--- config.mk ---
export PLATFORM = sky130hd
export DESIGN_NAME = dpsr_ctrl_flat
export DESIGN_NICKNAME = d
export VERILOG_FILES = /design/src/rtl/dpsr_pkg.sv /design/src/rtl/dpsr_link_if.sv /design/src/rtl/dpsr_ctrl.sv /design/src/flat_wrapper.sv
export VERILOG_INCLUDE_DIRS = /design/src /design/src/rtl
export SDC_FILE = /design/constraint.sdc
export NUM_CORES = 1
export LEC_CHECK = 0
export ABC_CLOCK_PERIOD_IN_PS = 2500
export BUFFER_PORTS_ARGS = -buffer_cell sky130_fd_sc_hd__buf_2
export CORE_MARGIN = 1
export CORE_UTILIZATION = 54
export CTS_CLUSTER_SIZE = 40
export DETAILED_ROUTE_END_ITERATION = 8
export HOLD_SLACK_MARGIN = 0.06
export PLACE_DENSITY = 0.84
export SYNTH_ARGS = -nofsm -noshare
export SYNTH_HDL_FRONTEND = slang
export SYNTH_SLANG_ARGS = --single-unit
--- constraint.sdc ---
create_clock -name CLK_SYS_I -period 2.5 [get_ports CLK_SYS_I]
set_input_delay 0.375 -clock CLK_SYS_I [delete_from_list [all_inputs] [get_ports CLK_SYS_I]]
set_output_delay 0.375 -clock CLK_SYS_I [all_outputs]
set_load 0.1 [all_outputs]
--- src/rtl/dpsr_defines.svh ---
// Purpose: Shared constants for the burst SRAM link
// Assumes: Included by bare name
// Notes: Definitions only
`ifndef DPSR_DEFINES_SVH
`define DPSR_DEFINES_SVH

// Data and address widths of the two configurations
`define DPSR_DW_NARROW 18
`define DPSR_AW_NARROW 20
`define DPSR_DW_WIDE   36
`define DPSR_AW_WIDE   19

// One byte lane of write data
`define DPSR_LANE_W 9

// Burst of four beats, two address bits per burst word
`define DPSR_BURST    4
`define DPSR_BEAT_AW  2
`define DPSR_BEAT_0   2'h0
`define DPSR_BEAT_1   2'h1
`define DPSR_BEAT_2   2'h2
`define DPSR_BEAT_3   2'h3
`define DPSR_LEFT_M1  3'h3
`define DPSR_LEFT_0   3'h0

`endif

--- src/rtl/dpsr_pkg.sv ---
// Purpose: Types used by the controller end of the burst SRAM link
// Assumes: Constants come from dpsr_defines.svh
// Notes: Phase of the link clock divider in the controller
package dpsr_pkg;

   // Quarter phases of one link clock cycle
   typedef enum logic [1:0] {
      DPSR_PH_RISE = 2'b00,
      DPSR_PH_HI   = 2'b01,
      DPSR_PH_FALL = 2'b10,
      DPSR_PH_LO   = 2'b11
   } dpsr_phase_t;

endpackage

--- src/rtl/dpsr_link_if.sv ---
// Purpose: Pin bundle between memory controller and burst SRAM
// Assumes: Controller makes both input clocks
// Notes: q_oe marks the read bus as driven by the device
`timescale 1ns/1ns
`include "dpsr_defines.svh"
interface dpsr_link_if #(
   parameter int DW = `DPSR_DW_NARROW,
   parameter int AW = `DPSR_AW_NARROW
);
   localparam int BW = DW / `DPSR_LANE_W;

   logic          k;        // Positive input clock
   logic          k_n;      // Negative input clock
   logic [AW-1:0] addr;     // Shared address
   logic          write_port_select_n;
   logic          read_port_select_n;
   logic [BW-1:0] byte_lane_write_select_n;
   logic [DW-1:0] d;        // Write data
   logic [DW-1:0] q;        // Read data
   logic          q_oe;     // Read data driven
   logic          read_beat_valid;
   logic          echo_clock;
   logic          echo_clock_n;

   modport ctrl (
      output k, k_n, addr, write_port_select_n, read_port_select_n,
             byte_lane_write_select_n, d,
      input  q, q_oe, read_beat_valid, echo_clock, echo_clock_n
   );
   modport dev (
      input  k, k_n, addr, write_port_select_n, read_port_select_n,
             byte_lane_write_select_n, d,
      output q, q_oe, read_beat_valid, echo_clock, echo_clock_n
   );
endinterface

--- src/rtl/dpsr_ctrl.sv ---
// Purpose: Memory controller end of the burst SRAM link
// Assumes: Link clock is CLK_SYS_I divided by four
// Notes: Reads in even link cycles, writes in odd ones
`timescale 1ns/1ns
`include "dpsr_defines.svh"
module dpsr_ctrl #(
   parameter int DW = `DPSR_DW_NARROW,
   parameter int AW = `DPSR_AW_NARROW
) (
   input  wire logic                 CLK_SYS_I,
   input  wire logic                 RST_N_I,
   input  wire logic                 WR_REQ_I,
   input  wire logic [AW-1:0]        WR_ADDR_I,
   input  wire logic [4*DW-1:0]      WR_DATA_I,
   input  wire logic [4*DW/`DPSR_LANE_W-1:0] WR_BE_N_I,
   output      logic                 WR_READY_O,
   input  wire logic                 RD_REQ_I,
   input  wire logic [AW-1:0]        RD_ADDR_I,
   output      logic                 RD_READY_O,
   output      logic                 RD_VALID_O,
   output      logic [4*DW-1:0]      RD_DATA_O,
   dpsr_link_if.ctrl                 link
);
   localparam int BW = DW / `DPSR_LANE_W;

   dpsr_pkg::dpsr_phase_t ph_r;
   dpsr_pkg::dpsr_phase_t ph_nxt;
   logic              k_nxt;
   logic              k_r;
   logic              k_n_r;
   logic              slot_wr_r;
   logic              setup_rise;
   logic              setup_fall;
   logic              wr_issue;
   logic              rd_issue;
   logic              wr_pend_r;
   logic              rd_pend_r;
   logic [AW-1:0]     wr_addr_r;
   logic [AW-1:0]     rd_addr_r;
   logic [4*DW-1:0]   wsh_d_r;
   logic [4*BW-1:0]   wsh_m_r;
   logic [2:0]        wr_left_r;
   logic [AW-1:0]     addr_r;
   logic              wps_n_r;
   logic              rps_n_r;
   logic [BW-1:0]     bws_n_r;
   logic [DW-1:0]     d_r;
   logic [DW-1:0]     q_s1_r;
   logic [DW-1:0]     q_s2_r;
   logic              v_s1_r;
   logic              v_s2_r;
   logic [4*DW-1:0]   rd_sh_r;
   logic [1:0]        rd_cnt_r;
   logic              sample;
   logic              wr_take;
   logic              rd_take;
   logic              wr_shift;
   logic              wr_pend_nxt;
   logic              rd_pend_nxt;
   logic [2:0]        wr_left_nxt;

   // Divider phase sequence
   always_comb begin
      case (ph_r)
         dpsr_pkg::DPSR_PH_RISE: ph_nxt = dpsr_pkg::DPSR_PH_HI;
         dpsr_pkg::DPSR_PH_HI:   ph_nxt = dpsr_pkg::DPSR_PH_FALL;
         dpsr_pkg::DPSR_PH_FALL: ph_nxt = dpsr_pkg::DPSR_PH_LO;
         default:                ph_nxt = dpsr_pkg::DPSR_PH_RISE;
      endcase
   end

   // Pins change mid half-cycle, away from clock edges
   assign k_nxt = (ph_nxt == dpsr_pkg::DPSR_PH_RISE) ||
                  (ph_nxt == dpsr_pkg::DPSR_PH_HI);
   assign setup_rise = (ph_r == dpsr_pkg::DPSR_PH_FALL);
   assign setup_fall = (ph_r == dpsr_pkg::DPSR_PH_RISE);
   assign sample     = setup_rise || setup_fall;
   assign wr_issue   = setup_rise && slot_wr_r && wr_pend_r;
   assign rd_issue   = setup_rise && !slot_wr_r && rd_pend_r;

   // Take a request only while ready; next holding and beat count
   assign wr_take     = WR_REQ_I && WR_READY_O;
   assign rd_take     = RD_REQ_I && RD_READY_O;
   assign wr_shift    = wr_issue ||
                        (sample && wr_left_r != `DPSR_LEFT_0);
   assign wr_left_nxt = wr_issue ? `DPSR_LEFT_M1 :
                        wr_shift ? 3'(wr_left_r - 3'h1) : wr_left_r;
   assign wr_pend_nxt = wr_take || (wr_pend_r && !wr_issue);
   assign rd_pend_nxt = rd_take || (rd_pend_r && !rd_issue);

   // Clock divider and slot parity
   always_ff @(posedge CLK_SYS_I or negedge RST_N_I) begin
      if (!RST_N_I) begin
         ph_r      <= dpsr_pkg::DPSR_PH_LO;
         k_r       <= 1'b0;
         k_n_r     <= 1'b1;
         slot_wr_r <= 1'b1;
      end else begin
         ph_r  <= ph_nxt;
         k_r   <= k_nxt;
         k_n_r <= !k_nxt;
         if (setup_rise) begin
            slot_wr_r <= !slot_wr_r;
         end
      end
   end

   // Request holding; write ready waits for the last beat to leave
   always_ff @(posedge CLK_SYS_I or negedge RST_N_I) begin
      if (!RST_N_I) begin
         wr_pend_r  <= 1'b0;
         rd_pend_r  <= 1'b0;
         wr_addr_r  <= '0;
         rd_addr_r  <= '0;
         WR_READY_O <= 1'b1;
         RD_READY_O <= 1'b1;
      end else begin
         wr_pend_r  <= wr_pend_nxt;
         rd_pend_r  <= rd_pend_nxt;
         WR_READY_O <= !wr_pend_nxt && (wr_left_nxt == `DPSR_LEFT_0);
         RD_READY_O <= !rd_pend_nxt;
         if (wr_take) begin
            wr_addr_r <= WR_ADDR_I;
         end
         if (rd_take) begin
            rd_addr_r <= RD_ADDR_I;
         end
      end
   end

   // Write burst shifter; new data never cuts into a running burst
   always_ff @(posedge CLK_SYS_I or negedge RST_N_I) begin
      if (!RST_N_I) begin
         wsh_d_r   <= '0;
         wsh_m_r   <= '1;
         wr_left_r <= `DPSR_LEFT_0;
         addr_r    <= '0;
         wps_n_r   <= 1'b1;
         rps_n_r   <= 1'b1;
         bws_n_r   <= '1;
         d_r       <= '0;
      end else begin
         wr_left_r <= wr_left_nxt;
         if (wr_take) begin
            wsh_d_r <= WR_DATA_I;
            wsh_m_r <= WR_BE_N_I;
         end else if (wr_shift) begin
            d_r     <= wsh_d_r[DW-1:0];
            bws_n_r <= wsh_m_r[BW-1:0];
            wsh_d_r <= wsh_d_r >> DW;
            wsh_m_r <= wsh_m_r >> BW;
         end else if (sample) begin
            bws_n_r <= '1;
         end
         if (setup_rise) begin
            wps_n_r <= !wr_issue;
            rps_n_r <= !rd_issue;
            if (wr_issue) begin
               addr_r <= wr_addr_r;
            end else if (rd_issue) begin
               addr_r <= rd_addr_r;
            end
         end
      end
   end

   // Read beats: two flops, then sampled mid beat
   always_ff @(posedge CLK_SYS_I or negedge RST_N_I) begin
      if (!RST_N_I) begin
         q_s1_r     <= '0;
         q_s2_r     <= '0;
         v_s1_r     <= 1'b0;
         v_s2_r     <= 1'b0;
         rd_sh_r    <= '0;
         rd_cnt_r   <= 2'h0;
         RD_VALID_O <= 1'b0;
         RD_DATA_O  <= '0;
      end else begin
         q_s1_r     <= link.q_oe ? link.q : '0;
         q_s2_r     <= q_s1_r;
         v_s1_r     <= link.read_beat_valid;
         v_s2_r     <= v_s1_r;
         RD_VALID_O <= 1'b0;
         if (sample && v_s2_r) begin
            rd_sh_r  <= {q_s2_r, rd_sh_r[4*DW-1:DW]};
            rd_cnt_r <= 2'(rd_cnt_r + 2'h1);
            if (rd_cnt_r == `DPSR_BEAT_3) begin
               RD_VALID_O <= 1'b1;
               RD_DATA_O  <= {q_s2_r, rd_sh_r[4*DW-1:DW]};
            end
         end
      end
   end

   // Pins from flops
   assign link.k                        = k_r;
   assign link.k_n                      = k_n_r;
   assign link.addr                     = addr_r;
   assign link.write_port_select_n      = wps_n_r;
   assign link.read_port_select_n       = rps_n_r;
   assign link.byte_lane_write_select_n = bws_n_r;
   assign link.d                        = d_r;

endmodule // dpsr_ctrl

--- src/flat_wrapper.sv ---
// flat-port wrapper written by rule: the top's interface ports become plain ports
module dpsr_ctrl_flat 
#(
   parameter int DW = `DPSR_DW_NARROW,
   parameter int AW = `DPSR_AW_NARROW
)
  (CLK_SYS_I, RST_N_I, WR_REQ_I, WR_ADDR_I, WR_DATA_I, WR_BE_N_I, WR_READY_O, RD_REQ_I, RD_ADDR_I, RD_READY_O, RD_VALID_O, RD_DATA_O, link_k, link_k_n, link_addr, link_write_port_select_n, link_read_port_select_n, link_byte_lane_write_select_n, link_d, link_q, link_q_oe, link_read_beat_valid, link_echo_clock, link_echo_clock_n);
  dpsr_link_if #(.DW(DW), .AW(AW)) link_i ();
  input  wire logic CLK_SYS_I;
  input  wire logic RST_N_I;
  input  wire logic WR_REQ_I;
  input  wire logic [AW-1:0] WR_ADDR_I;
  input  wire logic [4*DW-1:0] WR_DATA_I;
  input  wire logic [4*DW/`DPSR_LANE_W-1:0] WR_BE_N_I;
  output      logic WR_READY_O;
  input  wire logic RD_REQ_I;
  input  wire logic [AW-1:0] RD_ADDR_I;
  output      logic RD_READY_O;
  output      logic RD_VALID_O;
  output      logic [4*DW-1:0] RD_DATA_O;
  output wire logic [$bits(link_i.k)-1:0] link_k;
  output wire logic [$bits(link_i.k_n)-1:0] link_k_n;
  output wire logic [$bits(link_i.addr)-1:0] link_addr;
  output wire logic [$bits(link_i.write_port_select_n)-1:0] link_write_port_select_n;
  output wire logic [$bits(link_i.read_port_select_n)-1:0] link_read_port_select_n;
  output wire logic [$bits(link_i.byte_lane_write_select_n)-1:0] link_byte_lane_write_select_n;
  output wire logic [$bits(link_i.d)-1:0] link_d;
  input wire logic [$bits(link_i.q)-1:0] link_q;
  input wire logic [$bits(link_i.q_oe)-1:0] link_q_oe;
  input wire logic [$bits(link_i.read_beat_valid)-1:0] link_read_beat_valid;
  input wire logic [$bits(link_i.echo_clock)-1:0] link_echo_clock;
  input wire logic [$bits(link_i.echo_clock_n)-1:0] link_echo_clock_n;
  assign link_k = link_i.k;
  assign link_k_n = link_i.k_n;
  assign link_addr = link_i.addr;
  assign link_write_port_select_n = link_i.write_port_select_n;
  assign link_read_port_select_n = link_i.read_port_select_n;
  assign link_byte_lane_write_select_n = link_i.byte_lane_write_select_n;
  assign link_d = link_i.d;
  assign link_i.q = link_q;
  assign link_i.q_oe = link_q_oe;
  assign link_i.read_beat_valid = link_read_beat_valid;
  assign link_i.echo_clock = link_echo_clock;
  assign link_i.echo_clock_n = link_echo_clock_n;
  dpsr_ctrl #(.DW(DW), .AW(AW)) u_core (.CLK_SYS_I(CLK_SYS_I), .RST_N_I(RST_N_I), .WR_REQ_I(WR_REQ_I), .WR_ADDR_I(WR_ADDR_I), .WR_DATA_I(WR_DATA_I), .WR_BE_N_I(WR_BE_N_I), .WR_READY_O(WR_READY_O), .RD_REQ_I(RD_REQ_I), .RD_ADDR_I(RD_ADDR_I), .RD_READY_O(RD_READY_O), .RD_VALID_O(RD_VALID_O), .RD_DATA_O(RD_DATA_O), .link(link_i));
endmodule
==> results of run 1 <==
## cell type report
| type | instances | area (µm²) | share of cell area (%) |
|---|---|---|---|
| Sequential cell | 340 | 8530 | 53.8 |
| Inverter | 9 | 33.8 | 0.213 |
| Tap cell | 319 | 399 | 2.52 |
| Timing Repair Buffer | 288 | 1650 | 10.4 |
| Clock inverter | 7 | 93.8 | 0.592 |
| Multi-Input combinational cell | 449 | 4060 | 25.6 |
| Antenna cell | 12 | 30.0 | 0.189 |
| Clock buffer | 56 | 1070 | 6.73 |
## cells in the final DEF, fill, tap and decap left out, types with 3 or more instances in the layout
cell	n
mux2i_1	20
and3_1	60
ha_1	5
buf_2	261
nand2_1	28
nor2_1	3
a221o_1	60
mux2_2	185
a21oi_1	3
clkbuf_16	37
o21ai_0	22
diode_2	12
buf_4	14
clkbuf_8	7
inv_1	9
dfrtp_1	323
clkbuf_1	12
a22o_1	20
and2_1	18
dfstp_2	17
buf_12	10
## what timing repair did
action | in CTS | in global routing
hold endpoints to repair | 67 | 0
hold buffers | 2 | 0
setup endpoints to repair | 0 | 0
## metal layers
| metal | vias to the layer above | part of all wire [%] |
|---|---|---|
| li1 | 3679 | - |
| met3 | 77 | 6.0 |
| met2 | 294 | 48 |
| met1 | 4163 | 42 |
| met4 | 2 | 4.2 |
| met5 | - | 0.048 |
## worst max-delay path, cell delays in order, from the launching register on
cell,delay (ns)
dfstp_2,0.52
buf_4,0.41
buf_2,0.52
## cells in the mapped netlist, types with 2 or more instances
| master | number | share of area [%] |
|---|---|---|
| dfrtp_1 | 323 | 63 |
| mux2_2 | 185 | 16 |
| a221o_1 | 60 | 4.7 |
| and3_1 | 60 | 2.9 |
| nand2_1 | 29 | 0.85 |
| buf_2 | 27 | 1.0 |
| clkbuf_1 | 24 | 0.70 |
| o21ai_0 | 23 | 0.89 |
| a22o_1 | 20 | 1.4 |
| mux2i_1 | 20 | 1.6 |
| and2_1 | 19 | 0.92 |
| dfstp_2 | 17 | 3.5 |
| inv_1 | 9 | 0.26 |
| buf_6 | 5 | 0.44 |
| ha_1 | 5 | 0.49 |
| a21oi_1 | 4 | 0.16 |
| nand3_1 | 3 | 0.12 |
| nor2_1 | 3 | 0.087 |
| nor2_2 | 2 | 0.097 |
| nor2b_1 | 2 | 0.097 |
| o22a_1 | 2 | 0.14 |
| xnor2_1 | 2 | 0.14 |
## state kept, by name, summed over array words and instances, names as in the netlist, 2 cells and up
name and flops:
u_core.RD_DATA_O 72, u_core.link.addr 20, u_core.link.byte_lane_write_select_n 2, u_core.link.d 18
u_core.q_s1_r 18, u_core.q_s2_r 18, u_core.rd_addr_r 20, u_core.rd_cnt_r 2
u_core.rd_sh_r 54, u_core.wr_addr_r 20, u_core.wr_left_r 3, u_core.wsh_d_r 72
u_core.wsh_m_r 8
## final timing paths
path                       cells after the start                   startpoint                               end  slack, ns
setup / recovery                               2  u_core.WR_READY_O$_DFF_PN1_                        WR_READY_O       0.16
hold / removal                                 2                    link_q[9]        u_core.q_s1_r[9]$_DFF_PN0_       0.09
setup reg to reg                               7    u_core.link.k_n$_DFF_PN1_      u_core.link.d[6]$_DFFE_PN0P_       0.24
hold reg to reg                                0  u_core.q_s1_r[16]$_DFF_PN0_       u_core.q_s2_r[16]$_DFF_PN0_       0.34
max in group asynchronous                      3                      RST_N_I      u_core.slot_wr_r$_DFFE_PN1N_       1.19
min in group asynchronous                      2                      RST_N_I  u_core.RD_DATA_O[26]$_DFFE_PN0P_       0.46
## power by group through the flow
stage | Sequential, mW | Combinational (mW) | Clock, mW
6_report | 8.29 | 9.65 | 5.17
5_1_grt | 8.47 | 10.0 | 5.49
4_1_cts | 8.28 | 9.69 | 5.28
3_5_place_dp | 8.33 | 9.65 | 0
3_3_place_gp | 8.20 | 9.46 | 0
2_1_floorplan | 14.2 | 1.88 | 0
## through the flow
stage / util (%) / area [µm²] / worst slack (ns) / total power, mW
2_1_floorplan: - / 12900 / 0.0724 / 16.0
3_3_place_gp: 62.6 / 14600 / 0.328 / 17.7
3_5_place_dp: 62.6 / 14600 / 0.269 / 18.0
4_1_cts: 67.6 / 15800 / 0.159 / 23.3
5_1_grt: 67.7 / 15900 / 0.0804 / 24.0
6_report: 67.8 / 15900 / 0.157 / 23.1
## kinds of logic after synthesis
logic type	after synthesis
AOI/OAI and AO/OA	113
xor gates and xnor gates	3
adders and majority gates	5
buffers and inverters	67
DFF	340
muxes	205
and+or+nand+nor	123
==> impl_metrics.csv, run 1 <==
group,metric,value,unit
placement,io_buffers,262,
floorplan,die-area,24500,µm²
logic_synthesis,postSynthAreaPerCell,15.0,µm²
global_routing,antenna_found_initial,12,
global_routing,grt_max_degree,90,
timing,finClkSkew,0.0103,ns
logic_synthesis,synth_top_family_by_area,"multiplexers",
logic_synthesis,synth.distinct_cells,34,
cts,clockRootBuffer,"clkbuf_16",
logic_synthesis,synthXorXnorAreaFrac,0.204,%
logic_synthesis,synthArstFlopShare,100,%
setup_path,crit_required,2.12,ns
timing,relSlewSlack,51.5,%
global_routing,grt_pass1_wl,45900,µm
logic_synthesis,synth_area,12900,µm²
power,clockPowerShare,22.4,%
global_routing,grt_usage,24.4,%
logic_synthesis,synth-seq-cells,340,
cts,cts_max_level,2,
floorplan,chipHeight,156,µm
logic_synthesis,muxShareOfSynthArea,17.7,%
logic_synthesis,synth_edf_count,0,
timing,min_period,2.34,ns
floorplan,core_area,23400,µm²
setup_path,path_class,"flop to output pin",
logic_synthesis,synthFlopType,"dfrtp_1",
timing,hold_slack,0.0898,ns
finish,layout-drive-gt1-share,47.8,%
timing,final_max_slew_viol_count,0,
power,p_sw_share,46.2,%
status,status,"completed",
logic_synthesis,yosys_warnings,0,
routing,drc_errors,0,
global_routing,grtUsageMet3,5.84,%
finish,syn_to_final_growth,23.1,%
placement,gp_congestion,0.853,
cts,max-clock-path-buffers,3,
setup_path,arrival,1.97,ns
cts,clock_latency,0.50,ns
logic_synthesis,syn_inst,856,
timing,finalSetupTns,0,ns
timing,hold_violations,0,
setup_path,cp_max_fo,61,
placement,place_inst,1403,
cts,cts.reportedPaths.clkPinSlew,0.06,ns
timing,fmax,427,MHz
logic_synthesis,synthAdderAreaFrac,0.486,%
routing,drt_iter0_drc,645,
logic_synthesis,ys_seq_area_share,66.2,%
power,ir_worst_vdd,0.00124,V
finish,nets,1275,
finish,fillerInstances,1675,
global_routing,grtUsageMet2,38.1,%
global_routing,top_usage_layer,"met2",
logic_synthesis,syn-num-nets,1007,
power,seqPwrFrac,35.9,%
global_routing,grt_overflow,0,
power,p_sw,10.7,mW
power,intPower,12.4,mW
power,p_leak,8.27,nW
cts,post_cts_resize_count,0,
cts,cts-buffers-inserted,36,
routing,wl_per_cell,19.8,µm
cts,cts_setup_buffers,0,
finish,final_cells,1480,
routing,drtAntennaViolNets,0,
routing,wirelength,29300,µm
timing,finalSetupViolCount,0,
logic_synthesis,yosys.area_share.simple,5.37,%
timing,tightestPinTransition,0.728,ns
global_routing,grt_pass1_vias,8481,
power,powerDensity,1460,nW/µm²
timing,rsz0062_at_grt,"false",
cts,cts_num_sinks,340,
routing,drtPass1Iterations,5,
timing,post-route-period-util,93.7,%
flow_run,maxCapViolCount,0,
min_path,min_path_type,"primary input to flop",
global_routing,grt_use_met1,32.3,%
floorplan,ios,265,
floorplan,rows,56,
floorplan,initial_core_util,55.0,%
placement,dpl.hpwl,19300,µm
routing,vias,8215,
power,power_frac_comb,41.7,%
setup_path,cp-end-kind,"output pin",
floorplan,die_width,156,µm
logic_synthesis,synth_compound_area_share,7.45,%
routing,vias_per_cell,5.55,
setup_path,crit_path_start_kind,"flop",
cts,cts_tree,"done",
No activity file was read; power rests on OpenSTA's default activity.
==> inputs of run 2 (changes only) <==
PLACE_DENSITY = not set   (was 0.84)
PLACE_DENSITY_LB_ADDON = 0.25   (was not set)
==> impl_metrics.csv, run 2 (same netlist as run 1, synthesis figures left out) <==
group,metric,value,unit
status,status,"completed",
setup_path,path_delay_family,"buffers and inverters",
setup_path,rr_endpoint,"u_core.link.d[13]$_DFFE_PN0P_",
finish,fillerInstances,1731,
routing,vias_per_cell,5.40,
floorplan,rows,56,
power,power_frac_comb,41.8,%
setup_path,crit_slowest_cell,"dfstp_2",
timing,tightestPinTransition,0.574,ns
timing,fmax,424,MHz
routing,drtPass1Iterations,4,
setup_path,crit_path_start_kind,"flop",
timing,hold_violations,0,
cts,clockRootBuffer,"clkbuf_16",
flow_run,maxCapViolCount,0,
cts,cts_hold_buffers,2,
timing,finalSetupViolCount,0,
global_routing,grt_pass1_vias,8194,
power,ir_worst_vdd,0.00110,V
placement,gp_congestion,0.814,
power,powerDensity,1440,nW/µm²
floorplan,core_area,23400,µm²
floorplan,chipHeight,156,µm
setup_path,critPathBufInv,2,
cts,max-clock-path-buffers,3,
global_routing,antenna_found_initial,10,
timing,relSlewSlack,61.7,%
setup_path,cp-end-kind,"output pin",
cts,cts_num_sinks,340,
finish,final_cell_mix,"dfrtp_1, buf_2, mux2_2, and3_1, a221o_1",
cts,clock_latency,0.49,ns
floorplan,die_width,156,µm
finish,fin_util,67.7,%
routing,drt_iter0_drc,603,
floorplan,initial_core_util,55.0,%
timing,finClkSkew,0.00889,ns
power,p_sw_share,46.0,%
timing,min_period,2.36,ns
setup_path,arrival,1.98,ns
setup_path,rr_worst_depth,7,
routing,wl_per_cell,18.3,µm
timing,post-route-period-util,94.4,%
cts,cts_tree,"done",
global_routing,grt_max_degree,81,
setup_path,critPathLaunch,"u_core.WR_READY_O$_DFF_PN1_",
setup_path,path_class,"flop to output pin",
placement,dpl.hpwl,18000,µm
timing,final_max_slew_viol_count,0,
finish,syn_to_final_growth,23.0,%
routing,vias,7965,
setup_path,rrSetupSlack,0.30,ns
finish,reg_top3,"u_core.RD_DATA_O: 72 flops, u_core.wsh_d_r: 72 flops, u_core.rd_sh_r: 54 flops",
power,p_leak,8.27,nW
timing,rsz0062_at_grt,"false",
placement,io_buffers,262,
setup_path,cp_max_fo,61,
power,intPower,12.3,mW
cts,cts.reportedPaths.clkPinSlew,0.06,ns
routing,drc_errors,0,
setup_path,cp.depth,2,
finish,layout-drive-gt1-share,48.0,%
power,clockPowerShare,22.3,%
global_routing,grt_pass1_wl,43800,µm
timing,finalSetupTns,0,ns
finish,nets,1275,
min_path,min_path_type,"primary input to flop",
setup_path,crit_required,2.12,ns
finish,mostFrequentLayoutCell,"dfrtp_1",
setup_path,cp_cell_sequence,"buf_4, buf_2",
cts,cts_max_level,2,
floorplan,die-area,24500,µm²
cts,post_cts_resize_count,0,
routing,drtAntennaViolNets,0,
routing,wirelength,27000,µm
setup_path,slowest_delay,0.52,ns
power,p_sw,10.5,mW
cts,cts-buffers-inserted,36,
cts,cts_setup_buffers,0,
setup_path,crit_path_end,"WR_READY_O",
global_routing,grt_usage,22.9,%
power,seqPwrFrac,35.9,%
floorplan,ios,265,
global_routing,grt_overflow,0,
setup_path,worstReg2RegStart,"u_core.link.k_n$_DFF_PN1_",
==> run 2: changes by cell type in the layout (fill, tap and decap cells not counted), sizes merged <==
cell and change:
clkinv -2, inv +1, diode -2, bufinv -2
clkbuf +1
==> run 2: metrics by stage <==
step                      instance area (µm²)  cells  hold WS (ns)  total power, mW  setup slack [ns]
final                                   15800   1476        0.0894             22.9             0.140
after global placement                  14600   1403         0.332             17.7             0.342
after CTS                               15800   1466        0.0705             23.1             0.137
after detailed placement                14600   1403         0.336             17.9             0.324
after floorplan                         12900    856        0.0794             16.0            0.0724
after global routing                    15800   1473        0.0854             23.8            0.0727
==> run 2: cell type report <==
cell class	instances	area (µm²)	area share [%]
Timing Repair Buffer	288	1650	10.4
Clock inverter	4	31.3	0.197
Inverter	9	33.8	0.213
Sequential cell	340	8530	53.8
Tap cell	319	399	2.52
Antenna cell	10	25.0	0.158
Clock buffer	57	1120	7.08
Multi-Input combinational cell	449	4060	25.6
==> run 2: worst register-to-register path, cell delays in order, from the launching register on <==
cell	delay (ns)
dfstp_2	0.55
ha_1	0.19
buf_4	0.17
nand3_2	0.08
nand2_1	0.16
and2_4	0.32
buf_4	0.26
mux2_2	0.35
==> run 2: layer usage <==
| layer | up-vias | track usage (%) | routed length [µm] |
|---|---|---|---|
| li1 | 3680 | - | - |
| met1 | 3971 | 32.1 | 12100 |
| met2 | 254 | 33.9 | 12300 |
| met3 | 58 | 6.29 | 1870 |
| met4 | 2 | 8.82 | 797 |
| met5 | - | 0 | 8 |
==> run 2: power by group through the flow <==
stage	sequential [mW]	combinational (mW)	clock (mW)
2_1_floorplan	14.2	1.88	0
3_3_place_gp	8.20	9.47	0
3_5_place_dp	8.28	9.61	0
6_report	8.22	9.57	5.10
4_1_cts	8.21	9.63	5.23
5_1_grt	8.42	9.96	5.44
==> run 2: worst min path at each step <==
stage	startpoint	end	cells after the start
2_1_floorplan	RST_N_I	u_core.RD_DATA_O[0]$_DFFE_PN0P_	0
3_3_place_gp	u_core.q_s1_r[12]$_DFF_PN0_	u_core.q_s2_r[12]$_DFF_PN0_	0
3_5_place_dp	u_core.q_s1_r[0]$_DFF_PN0_	u_core.q_s2_r[0]$_DFF_PN0_	0
4_1_cts	link_q[10]	u_core.q_s1_r[10]$_DFF_PN0_	2
5_1_grt	link_q[10]	u_core.q_s1_r[10]$_DFF_PN0_	2
6_report	link_q[4]	u_core.q_s1_r[4]$_DFF_PN0_	2
==> inputs of run 3 (changes only) <==
CORE_UTILIZATION = 57   (was 54)
CTS_BUF_LIST = sky130_fd_sc_hd__clkbuf_8   (was not set)
==> impl_metrics.csv, run 3 (same netlist as run 1, synthesis figures left out) <==
group,metric,value,unit
cts,cts_max_level,2,
floorplan,chipHeight,152,µm
timing,final_max_slew_viol_count,0,
timing,finalSetupTns,0,ns
setup_path,slowest_delay,0.53,ns
cts,max-clock-path-buffers,3,
setup_path,cp_cell_sequence,"buf_4, clkbuf_4",
placement,io_buffers,262,
global_routing,antenna_found_initial,4,
timing,hold_violations,0,
timing,tightestPinTransition,0.622,ns
floorplan,rows,54,
global_routing,grt_pass1_vias,9076,
status,status,"complete, but fails checks",
routing,wirelength,28500,µm
finish,final_cells,1539,
setup_path,path_delay_family,"buffers and inverters",
power,intPower,11.7,mW
setup_path,critPathBufInv,2,
setup_path,crit_slowest_cell,"dfstp_2",
routing,vias_per_cell,5.49,
setup_path,crit_path_start_kind,"flop",
finish,nets,1367,
routing,met1_length,11900,µm
timing,relSlewSlack,58.6,%
finish,register_area,8530,µm²
routing,drt_iter0_drc,461,
cts,cts_tree,"done",
placement,dpl.hpwl,17600,µm
setup_path,arrival,1.99,ns
floorplan,ios,265,
flow_run,maxCapViolCount,0,
min_path,min_path_type,"primary input to flop",
finish,reg_top3,"u_core.RD_DATA_O: 72 flops, u_core.wsh_d_r: 72 flops, u_core.rd_sh_r: 54 flops",
global_routing,grt_pass1_wl,47200,µm
finish,fin_util,74.8,%
power,p_sw,10.7,mW
cts,clockRootBuffer,"clkbuf_8",
routing,vias,8450,
floorplan,initial_core_util,58.7,%
routing,wl_per_cell,18.5,µm
cts,cts.reportedPaths.clkPinSlew,0.06,ns
timing,rsz0062_at_grt,"false",
setup_path,crit_required,2.12,ns
timing,fmax,424,MHz
power,power,22.4,mW
routing,drc_errors,12,
global_routing,grt_overflow,0,
routing,top_layer,"met4",
routing,drtAntennaViolNets,0,
routing,wl_met2,13900,µm
cts,cts_num_sinks,340,
cts,clock_latency,0.58,ns
finish,mostFrequentLayoutCell,"dfrtp_1",
cts,cts-buffers-inserted,52,
power,p_sw_share,47.7,%
finish,multiInputGateArea,4060,µm²
finish,layout-drive-gt1-share,45.5,%
placement,place_inst,1362,
timing,min_period,2.36,ns
power,p_leak,8.63,nW
finish,syn_to_final_growth,27.5,%
floorplan,core_area,22000,µm²
setup_path,cp-end-kind,"output pin",
finish,final_cell_mix,"dfrtp_1, buf_2, mux2_2, dlygate4sd3_1, clkbuf_8",
routing,wl_met3,1800,µm
status,violations,"DRC",
routing,drtPass1Iterations,7,
power,power_frac_comb,43.5,%
power,seqPwrFrac,36.7,%
setup_path,path_class,"flop to output pin",
floorplan,die_width,152,µm
floorplan,die-area,23200,µm²
timing,post-route-period-util,94.4,%
timing,finClkSkew,0.0191,ns
finish,fillerInstances,1369,
global_routing,grt_max_degree,81,
power,clockPowerShare,19.8,%
timing,finalSetupViolCount,0,
setup_path,cp_max_fo,61,
placement,gp_congestion,0.817,
global_routing,grt_usage,25.5,%
power,ir_worst_vdd,0.000960,V
power,powerDensity,1360,nW/µm²
==> run 3: path summary, 6_finish.rpt <==
| kind | end | slack [ns] | depth (start not counted) | startpoint |
|---|---|---|---|---|
| min reg2reg | u_core.q_s2_r[13]$_DFF_PN0_ | 0.35 | 0 | u_core.q_s1_r[13]$_DFF_PN0_ |
| min | u_core.wsh_d_r[42]$_DFFE_PN0P_ | 0.13 | 3 | WR_DATA_I[42] |
| min in group asynchronous | u_core.link.d[3]$_DFFE_PN0P_ | 0.35 | 2 | RST_N_I |
| max reg2reg | u_core.link.d[4]$_DFFE_PN0P_ | 0.22 | 7 | u_core.link.k_n$_DFF_PN1_ |
| max | WR_READY_O | 0.14 | 2 | u_core.WR_READY_O$_DFF_PN1_ |
| max in group asynchronous | u_core.link.byte_lane_write_select_n[1]$_DFFE_PN1P_ | 1.35 | 3 | RST_N_I |
==> run 3: what timing repair did <==
action                                  in CTS  in global routing
hold buffers                                80                  0
resized for setup                            0                  1
buffers inserted                             0                  0
hold endpoints to repair                   139                  0
endpoints found under the setup margin       0                  1
==> run 3: power by group through the flow <==
stage                     Combinational (mW)  Sequential (mW)  Clock, mW
final                                   9.74             8.23       4.44
after global routing                    10.1             8.42       4.79
after CTS                               9.74             8.20       4.54
after detailed placement                9.63             8.27          0
after global placement                  9.49             8.19          0
after floorplan                         1.88             14.2          0
==> run 3: tightest hold or removal path, delay by kind of cell <==
family	cells	cell delay [ns]
buffers and inverters	1	0.07
AND/OR/NAND/NOR	1	0.13
AO/OA/AOI/OAI	1	0.09
==> run 3: metrics by stage <==
step	worst slack, ns	hold slack (ns)	cell area, µm²
after global routing	0.0413	0.111	16400
after floorplan	0.0724	0.0794	12900
after global placement	0.323	0.332	14600
final	0.140	0.125	16400
after detailed placement	0.271	0.335	14600
after CTS	0.0364	0.0889	16400
==> run 3: cell type report <==
class,instances,area share (%)
diodes,4,0.0610
multi-input cells,449,24.7
clock buffers,65,5.45
repair buffers,364,14.7
inverters,9,0.206
clock inverters,28,0.785
flip-flops and latches,340,52.0
well taps,280,2.13
==> run 3: routing by layer <==
layer,vias to the layer above,global-route usage [%]
met2,264,41.3
li1,3845,-
met3,72,6.34
met1,4269,33.2
met5,-,0
met4,0,10.3
